--- config.mk ---
export PLATFORM = sky130hd
export DESIGN_NAME = fpm_power_ctrl
export DESIGN_NICKNAME = d
export VERILOG_FILES = /design/src/fpm_pkg.sv /design/src/fpm_pin_sync.sv /design/src/fpm_power_ctrl.sv
export VERILOG_INCLUDE_DIRS = /design/src
export SDC_FILE = /design/constraint.sdc
export NUM_CORES = 1
export LEC_CHECK = 0
export ABC_AREA = 1
export CORE_ASPECT_RATIO = 0.5
export CORE_UTILIZATION = 40
export CTS_CLUSTER_SIZE = 16
export DETAILED_ROUTE_END_ITERATION = 10
export DONT_BUFFER_PORTS = 1
export SKIP_LAST_GASP = 1
export SYNTH_ARGS = -nofsm -noshare
export SYNTH_HDL_FRONTEND = slang
export SYNTH_SLANG_ARGS = --single-unit
--- constraint.sdc ---
create_clock -name clk_in -period 2.35 [get_ports clk_in]
set_input_delay 0.1175 -clock clk_in [delete_from_list [all_inputs] [get_ports clk_in]]
set_output_delay 0.1175 -clock clk_in [all_outputs]
set_load 0.01 [all_outputs]
--- src/fpm_params.svh ---
// Constants for the flash power-mode control block: opcodes and timing counts
`ifndef FPM_PARAMS_SVH
`define FPM_PARAMS_SVH

// Command opcodes seen as the first byte of a frame
`define FPM_OP_ENTER_SLEEP 8'hB9
`define FPM_OP_RELEASE 8'hAB

// Number of serial clock edges that make a whole opcode byte
`define FPM_BITS_PER_CMD 4'h8

// System clock period, 10 MHz
`define FPM_CLK_PERIOD_NS 100

// Least sleep-entry and release delays in ns (plain defaults)
`define FPM_SLEEP_ENTRY_NS 3000
`define FPM_RELEASE_NS 30000

// Least times round up to whole cycles, never below one cycle
`define FPM_NS_TO_CYC(ns) \
  ((((ns) + `FPM_CLK_PERIOD_NS - 1) / `FPM_CLK_PERIOD_NS) < 1 ? 1 : \
  (((ns) + `FPM_CLK_PERIOD_NS - 1) / `FPM_CLK_PERIOD_NS))
`define FPM_SLEEP_ENTRY_CYC `FPM_NS_TO_CYC(`FPM_SLEEP_ENTRY_NS)
`define FPM_RELEASE_CYC `FPM_NS_TO_CYC(`FPM_RELEASE_NS)

// Reset levels of the synchronised pins: select idle high, clock and data low
`define FPM_PIN_RESET 3'h4

`endif

--- src/fpm_pkg.sv ---
// Types shared by the flash power-mode control block
package fpm_pkg;

  // Power states of the device
  typedef enum logic [2:0] {
    FPM_ACTIVE       = 3'b000,
    FPM_STANDBY      = 3'b001,
    FPM_ENTER_WAIT   = 3'b010,
    FPM_DEEP_SLEEP   = 3'b011,
    FPM_RELEASE_WAIT = 3'b100
  } fpm_state_t;

endpackage

--- src/fpm_pin_sync.sv ---
// Three-stage pin synchroniser with agreement filter
`timescale 1ns/100ps

module fpm_pin_sync #(
  parameter int W = 3,                    // Number of pins
  parameter logic [W-1:0] RST_VAL = '0    // Level held during reset
) (
  input wire logic clk_in,                // System clock
  input wire logic rst_n_in,              // Async reset, active low
  input wire logic [W-1:0] pin_in,        // Raw pin levels
  output logic [W-1:0] level_out          // Filtered levels
);

  logic [W-1:0] stage1; // Metastability catcher, read by stage2 only
  logic [W-1:0] stage2; // Second stage
  logic [W-1:0] stage3; // Third stage

  // Shift chain; stage1 feeds nothing but stage2
  always_ff @(posedge clk_in or negedge rst_n_in) begin
    if (!rst_n_in) begin
      stage1 <= RST_VAL;
      stage2 <= RST_VAL;
      stage3 <= RST_VAL;
    end else begin
      stage1 <= pin_in;
      stage2 <= stage1;
      stage3 <= stage2;
    end
  end

  // A change counts only once stages two and three agree, per bit
  always_ff @(posedge clk_in or negedge rst_n_in) begin
    if (!rst_n_in) begin
      level_out <= RST_VAL;
    end else begin
      for (int i = 0; i < W; i++) begin
        if (stage2[i] == stage3[i]) begin
          level_out[i] <= stage3[i];
        end
      end
    end
  end

endmodule

--- src/fpm_power_ctrl.sv ---
// Power-mode state logic of a serial flash: active, standby, deep sleep
`timescale 1ns/100ps
`include "fpm_params.svh"

module fpm_power_ctrl
  import fpm_pkg::*;
#(
  parameter int SLEEP_ENTRY_CYC = `FPM_SLEEP_ENTRY_CYC, // Sleep-entry delay in cycles
  parameter int RELEASE_CYC = `FPM_RELEASE_CYC          // Release delay in cycles
) (
  input wire logic clk_in,                  // 10 MHz system clock
  input wire logic rst_n_in,                // Async reset, active low
  input wire logic chip_sel_n_in,           // Chip select pin, active low
  input wire logic sclk_in,                 // Serial clock pin
  input wire logic sdi_in,                  // Serial data in pin
  input wire logic write_in_progress_flag_in, // Bit 0 of volatile_status_one
  output logic [2:0] power_state_out,       // Current power state code
  output logic active_out,                  // Active power state
  output logic standby_out,                 // Standby power state
  output logic deep_sleep_state_out,        // Deep sleep reached
  output logic cmd_enable_out               // Command decoder may act
);

  logic [2:0] pins;        // Filtered {select_n, sclk, sdi}
  logic cs_n;              // Filtered select, active low
  logic sck;               // Filtered serial clock
  logic sdi;               // Filtered serial data
  logic cs_n_prev;         // Select one cycle ago
  logic sck_prev;          // Clock one cycle ago
  logic cs_rise;           // End of frame
  logic cs_fall;           // Start of frame
  logic sck_rise;          // Bit sample point
  logic frame_ok;          // Frame started outside a delay
  logic [3:0] bit_cnt;     // Bits in frame, saturating
  logic [7:0] opcode;      // First byte of frame
  logic [15:0] wait_cnt;   // Delay counter
  logic is_enter_cmd;      // Whole B9h byte received
  logic is_release_cmd;    // Whole ABh byte received
  fpm_state_t state;       // Power state
  fpm_state_t next_state;  // Next power state

  // Pins come from the host's domain, so all three pass the filter
  fpm_pin_sync #(
    .W(3),
    .RST_VAL(`FPM_PIN_RESET)
  ) u_pin_sync (
    .clk_in(clk_in),
    .rst_n_in(rst_n_in),
    .pin_in({chip_sel_n_in, sclk_in, sdi_in}),
    .level_out(pins)
  );

  assign cs_n = pins[2];
  assign sck = pins[1];
  assign sdi = pins[0];
  assign cs_rise = cs_n && !cs_n_prev;
  assign cs_fall = !cs_n && cs_n_prev;
  assign sck_rise = sck && !sck_prev;

  // Edge history of the filtered pins
  always_ff @(posedge clk_in or negedge rst_n_in) begin
    if (!rst_n_in) begin
      cs_n_prev <= 1'b1;
      sck_prev <= 1'b0;
    end else begin
      cs_n_prev <= cs_n;
      sck_prev <= sck;
    end
  end

  // A frame opened during a delay is marked dead for its whole length
  always_ff @(posedge clk_in or negedge rst_n_in) begin
    if (!rst_n_in) begin
      frame_ok <= 1'b0;
    end else if (cs_fall) begin
      frame_ok <= (state != FPM_ENTER_WAIT) && (state != FPM_RELEASE_WAIT);
    end
  end

  // Shift in the opcode; bits past the first byte only bump the count
  always_ff @(posedge clk_in or negedge rst_n_in) begin
    if (!rst_n_in) begin
      bit_cnt <= 4'h0;
      opcode <= 8'h00;
    end else if (cs_fall) begin
      bit_cnt <= 4'h0;
    end else if (!cs_n && sck_rise) begin
      if (bit_cnt != 4'hF) begin
        bit_cnt <= bit_cnt + 4'h1;
      end
      if (bit_cnt < `FPM_BITS_PER_CMD) begin
        opcode <= {opcode[6:0], sdi};
      end
    end
  end

  // Only a frame of exactly one byte counts; a frame without clocks never does
  assign is_enter_cmd = frame_ok && (bit_cnt == `FPM_BITS_PER_CMD)
    && (opcode == `FPM_OP_ENTER_SLEEP);
  assign is_release_cmd = frame_ok && (bit_cnt == `FPM_BITS_PER_CMD)
    && (opcode == `FPM_OP_RELEASE);

  // State transitions
  always_comb begin
    next_state = state;
    unique case (state)
      FPM_ACTIVE: begin
        // Deselected: either start sleep entry or drop to standby when idle
        if (cs_n && !write_in_progress_flag_in) begin
          if (cs_rise && is_enter_cmd) begin
            next_state = FPM_ENTER_WAIT;
          end else begin
            next_state = FPM_STANDBY;
          end
        end
      end
      FPM_STANDBY: begin
        if (!cs_n) begin
          next_state = FPM_ACTIVE;
        end
      end
      FPM_ENTER_WAIT: begin
        if (wait_cnt == 16'(SLEEP_ENTRY_CYC - 1)) begin
          next_state = FPM_DEEP_SLEEP;
        end
      end
      FPM_DEEP_SLEEP: begin
        // Everything but a whole release byte is ignored here
        if (cs_rise && is_release_cmd) begin
          next_state = FPM_RELEASE_WAIT;
        end
      end
      FPM_RELEASE_WAIT: begin
        if (wait_cnt == 16'(RELEASE_CYC - 1)) begin
          next_state = FPM_STANDBY;
        end
      end
      default: begin
        next_state = FPM_STANDBY;
      end
    endcase
  end

  // State register
  always_ff @(posedge clk_in or negedge rst_n_in) begin
    if (!rst_n_in) begin
      state <= FPM_STANDBY;
    end else begin
      state <= next_state;
    end
  end

  // Delay counter restarts on every state change, counts inside the waits
  always_ff @(posedge clk_in or negedge rst_n_in) begin
    if (!rst_n_in) begin
      wait_cnt <= 16'h0000;
    end else if (next_state != state) begin
      wait_cnt <= 16'h0000;
    end else if (state == FPM_ENTER_WAIT || state == FPM_RELEASE_WAIT) begin
      wait_cnt <= wait_cnt + 16'h0001;
    end
  end

  // Outputs decoded from the next state so they line up with the state flop
  always_ff @(posedge clk_in or negedge rst_n_in) begin
    if (!rst_n_in) begin
      power_state_out <= FPM_STANDBY;
      active_out <= 1'b0;
      standby_out <= 1'b1;
      deep_sleep_state_out <= 1'b0;
      cmd_enable_out <= 1'b1;
    end else begin
      power_state_out <= next_state;
      active_out <= (next_state == FPM_ACTIVE);
      standby_out <= (next_state == FPM_STANDBY);
      deep_sleep_state_out <= (next_state == FPM_DEEP_SLEEP);
      // Decoder is shut out during sleep and both delays
      cmd_enable_out <= (next_state == FPM_ACTIVE) || (next_state == FPM_STANDBY);
    end
  end
endmodule

# == Yosys cells after proc, flatten, opt, wreduce, memory -nomap -nowiden ==
# Index checks and enable logic that the tools add are counted.
# W data, S select, Z words.
# word_totals
ff_bits,50
latch_bits,0
mem_bits_rw,0
rom_bits,0
input_bits,6
out_inout_bits,7
wordCells,75
memories,0
# classes
add_sub_neg,2
multipliers,0
n_div,0
magnitude_cmp,1
n_eq_ne,18
shift,0
mux,12
n_bitwise,1
reduce_logical,24
# ops
op,count
$mux W16,2
$add A16 B1 Y16 const B,1
$eq A16 B5 Y1 const B,1
$eq A16 B9 Y1 const B,1
$eq A8 B8 Y1 const B,2
$mux W3,5
$pmux W3 S5,1
$mux W4,3
$logic_and A1 B1 Y1,11
$eq A3 B2 Y1 const B,3
$eq A3 B1 Y1 const B,2
$logic_not A3 Y1,2
$reduce_bool A2 Y1,3
$add A4 B1 Y4 const B,1
$eq A4 B4 Y1 const B,1
$logic_not A1 Y1,4
$lt A4 B4 Y1 const B,1
$ne A4 B4 Y1 const B,1
$eq A1 B1 Y1,3
$eq A3 B3 Y1 const B,1
$ne A3 B2 Y1 const B,1
$ne A3 B3 Y1,1
$ne A3 B3 Y1 const B,1
$reduce_and A3 Y1,1
4 further kinds,5

# == Longest topological paths before layout ==
# logic_depth
ltp_word,9
ltp_mapped,15

# == Hierarchy ==
# Synthesis repeated with hierarchy kept, for this count alone.
# hier_totals
cells_unflattened,297
area_unflattened_um2,2582.5
# modules_own_cells
mod,n_inst,cells_each,area_per_inst_um2,seq_area_each_um2
fpm_power_ctrl,1,273,2228.4,955.9
fpm_pin_sync,1,24,354.1,305.3

# == Least setup slack after synthesis ==
# OpenSTA, ideal clock, no wires.
# synth_path
kind,register to register
from,register bit_cnt[0]
to,register wait_cnt[11]
arrival_ns,1.537
t_required_ns,2.226
path_slack_ns,0.688
stages_incl_launch_ff,15
path_buffers,1
period_less_slack_ns,1.662
path_cell_list,dfrtp_1 > inv_1 > ha_1 > nand2_1 > nor2_1 > nand2_1 > nor2_2 > nor2_1 > nor2_1 > nand3_2 > nand2_2 > nand2_2 > nand2_4 > buf_12 > nor2_4
# synth_between
elab_chain_len,9
# synth_lines
item,line,source
start: declaration,fpm_power_ctrl.sv:34,logic [3:0] bit_cnt;
start signal: assignment,fpm_power_ctrl.sv:89,bit_cnt <= bit_cnt + 4'h1;
$eq A4 B4 Y1 (no line) (*),-,
$logic_and A1 B1 Y1 (*),"fpm_power_ctrl.sv:98, fpm_power_ctrl.sv:100",
$logic_and A1 B1 Y1,fpm_power_ctrl.sv:98,assign is_enter_cmd = frame_ok && (bit_cnt == `FPM_BITS_PER_CMD)
$logic_and A1 B1 Y1,fpm_power_ctrl.sv:110,if (cs_rise && is_enter_cmd) begin
$mux W2,fpm_power_ctrl.sv:110,
$mux W3,fpm_power_ctrl.sv:109,if (cs_n && !write_in_progress_flag_in) begin
$pmux W3 S5 (*),fpm_power_ctrl.sv:106,unique case (state)
named net next_state[0],fpm_power_ctrl.sv:40,fpm_state_t next_state;
$ne A3 B3 Y1 (*),fpm_power_ctrl.sv:157,end else if (next_state != state) begin
$mux W16 or $reduce_bool A2 Y1 (tied branches),-,
end signal: assignment,fpm_power_ctrl.sv:160,wait_cnt <= wait_cnt + 16'h0001;
end: declaration,fpm_power_ctrl.sv:36,logic [15:0] wait_cnt;
# The timed path passes the listed nets; every way through them passes the cells marked *.
# A chain may end at the register's enable or synchronous reset.

# == Worst setup path in the final report ==
# layout_path
from,register bit_cnt[0]
to,register wait_cnt[1]
# Same word-level chain as after synthesis.

==> impl_metrics.json <==
{
  "setup_viol": 0,
  "post_cts_buffers": 0,
  "yosys-top-cells-area": "dfrtp_1 (43%), dfstp_2 (8.5%), nand2_1 (7.5%)",
  "fp.dieH_microns": 57.44,
  "syn_nets": 290,
  "arrival_ns": 2.13,
  "chipWidth_microns": 112.9,
  "htree_levels": 2,
  "end_kind": "flop",
  "p_leak_nw": 1.197,
  "io_buffers": 0,
  "cts-root-buf": "clkbuf_16",
  "yosysTopAreaCellShare_pct": 42.75,
  "hold_viol_final": 0,
  "worst_pin_slew_ns": 0.5161,
  "setup_tns_ns": 0,
  "final_cell_area_sq_um": 2764,
  "cp_top_family": "simple AND/OR/NAND/NOR gates",
  "first_pass_iters": 4,
  "antenna_found_initial": 0,
  "overflow": 0,
  "peakVddDrop_uv": 305.7,
  "p_per_area_nw_per_um2": 778.4,
  "critical-path-slowest-cell": "dfrtp_1",
  "clkLatencyLatePin_ns": 0.29,
  "crit_chain": "inv_1 -> ha_1 -> nand2_1 -> nor2_1 -> nand2_1 -> o21ai_0 -> nand3_2 -> nand2_2 -> nand2_2 -> nand2_4 -> nor2_1",
  "worst_slack_ns": 0.3876,
  "maxCapViolCount": 0,
  "cts-buffers-inserted": 5,
  "grt_pass1_vias": 1742,
  "hpwl_mm": 3.053,
  "dieArea_sq_um": 6483,
  "ys_seq_area_share_pct": 51.30,
  "row_count": 19,
  "drc": 0,
  "yosys.area.top_type": "dfrtp_1",
  "finalNonFillerCells": 364,
  "tritoncts": "built",
  "track_usage_pct": 15.59,
  "netlist_top_cells_count": "nand2_1 (49), nor2_1 (44), dfrtp_1 (42)",
  "total_power_mw": 2.151,
  "clk_pin_slew_ns": 0.07,
  "syn_inst": 280,
  "finalMaxSlewViolations": 0,
  "critical_path_depth": 11,
  "crit_type": "flop to flop",
  "place_inst": 351,
  "synth-edff-count": 0,
  "routedWlPerCell_microns": 11.92,
  "place_ws_ns": 0.4051,
  "core_area_sq_um": 5705,
  "yosysWarnings": 0,
  "place_area_sq_um": 2526,
  "ys_ff_latch": 50,
  "ys.flop_type": "dfrtp_1",
  "grt_max_degree": 51,
  "final_nets": 300,
  "final_core_util_pct": 48.44,
  "cpPeakStageDelay_ns": 0.40,
  "cts_buffer_depth": 2,
  "synth_cell_types": 28,
  "ys_async_sr_fraction_pct": 100.0,
  "skew_ns": 0.005172,
  "postSynthAreaPerCell_sq_um": 8.781,
  "max_clock_freq_mhz": 509.6,
  "crit_buf_inv": 1,
  "crit_required_ns": 2.52,
  "via_count": 1735,
  "drive_above_1_share_pct": 16.49,
  "status": "completed",
  "viasPerCell": 4.766,
  "cts.sinks": 50,
  "hold_path_class": "primary input to flop",
  "drt_iter0_drc": 61,
  "synth.most_common_cell": "nand2_1",
  "grt_first_pass_wirelength_mm": 7.686,
  "place_congestion": 0.8207,
  "whs_path_depth": 5,
  "period_share_pct": 83.50,
  "io_pins": 13,
  "wl_mm": 4.340,
  "initial_utilization_pct": 43.09,
  "critPathMaxFanout": 16,
  "rsz0062_at_grt": "no",
  "ant_nets": 0,
  "hold_slack_ns": 0.1821,
  "syn2layout_area_growth_pct": 12.42,
  "synth_area_sq_um": 2459,
  "fin_crit_ns": 1.962,
  "relSlewSlack_pct": 65.49,
  "cp-start-kind": "flop",
  "r2r_cells": 11,
  "n_antenna_cell": 0
}
cells by family (layout without fill, tap and decap cells):
family	after synthesis	after routing	synth area share [%]
AND/OR/NAND/NOR	147	147	28.85
flip-flops	50	50	51.30
buffers and inverters	40	51	6.768
AO/OA/AOI/OAI	22	22	4.631
XOR/XNOR	12	12	4.275
adder cells (fa/ha/maj)	7	7	3.257
multiplexers	2	2	0.9160
cell type report:
| type | count | area (sq um) |
|---|---|---|
| Fill cell | 538 | 2942 |
| Sequential cell | 50 | 1261 |
| Multi-Input combinational cell | 190 | 1031 |
| Inverter | 38 | 142.6 |
| Clock buffer | 5 | 125.1 |
| Tap cell | 73 | 91.34 |
| Timing Repair Buffer | 5 | 67.56 |
| Clock inverter | 3 | 45.04 |
layer usage:
layer	global-route usage, %	vias up	wire (microns)
met4	6.579	0	66
met2	24.60	14	1953
met5	0	-	0
met3	4.676	8	129
met1	20.30	818	2190
li1	-	895	-
state kept, by name, summed over array words and instances (netlist names):
signal / flops
sck_prev: 1
cs_n_prev: 1
u_pin_sync.stage1: 3
deep_sleep_state_out: 1
standby_out: 1
u_pin_sync.stage3: 3
bit_cnt: 4
wait_cnt: 16
power_state_out: 3
frame_ok: 1
u_pin_sync.level_out: 3
cmd_enable_out: 1
active_out: 1
opcode: 8
u_pin_sync.stage2: 3
report_power, final:
group          internal (mW)  switching (mW)  total (mW)  leakage [nW]
logic                 0.0992           0.184       0.283         0.493
registers              0.974          0.0785        1.05         0.627
clock network          0.502           0.314       0.816        0.0760
total                   1.58           0.576        2.15          1.20
worst reg2reg max path: cells and delay by family, from the launching register on:
family,cells,cell delay (ns)
simple gates,8,0.95
flops,1,0.40
compound gates,1,0.25
fa+ha+maj,1,0.15
buf+inv,1,0.09
repair_timing:
item	4_1_cts	5_1_grt
gates resized for setup	0	0
hold buffers	5	0
endpoints found under the hold margin	53	0
path summary, 6_finish.rpt:
| check | startpoint | to | slack [ns] |
|---|---|---|---|
| setup reg to reg | bit_cnt[0] | wait_cnt[1] | 0.39 |
| max in group asynchronous | rst_n_in | cmd_enable_out | 1.73 |
| hold reg to reg | u_pin_sync.stage1[1] | u_pin_sync.stage2[1] | 0.35 |
| min in group asynchronous | rst_n_in | u_pin_sync.stage1[1] | 0.34 |
| hold / removal | write_in_progress_flag_in | standby_out | 0.18 |
| setup / recovery | bit_cnt[0] | wait_cnt[1] | 0.39 |
cell usage in the layout (no fill, tap or decap):
cell type and count:
dfrtp_1 42, nor3_2 1, mux2_2 2, o21ai_0 11
nand2_4 1, buf_16 1, nand3b_1 2, dfstp_2 8
a211oi_1 1, a31oi_1 1, a21oi_1 9, xnor2_1 6
ha_1 4, xor2_1 6, nor2_4 5, nand3_1 13
nand4_1 4, bufinv_16 1, nand2_2 5, and2_1 1
nor2_1 44, clkinvlp_4 2, nand3_2 3, inv_1 36
maj3_1 3, clkbuf_16 5, nor3_1 7, nor2_2 12
inv_2 2, nand2_1 49, dlygate4sd3_1 4
(Power assumes the default switching activity.)
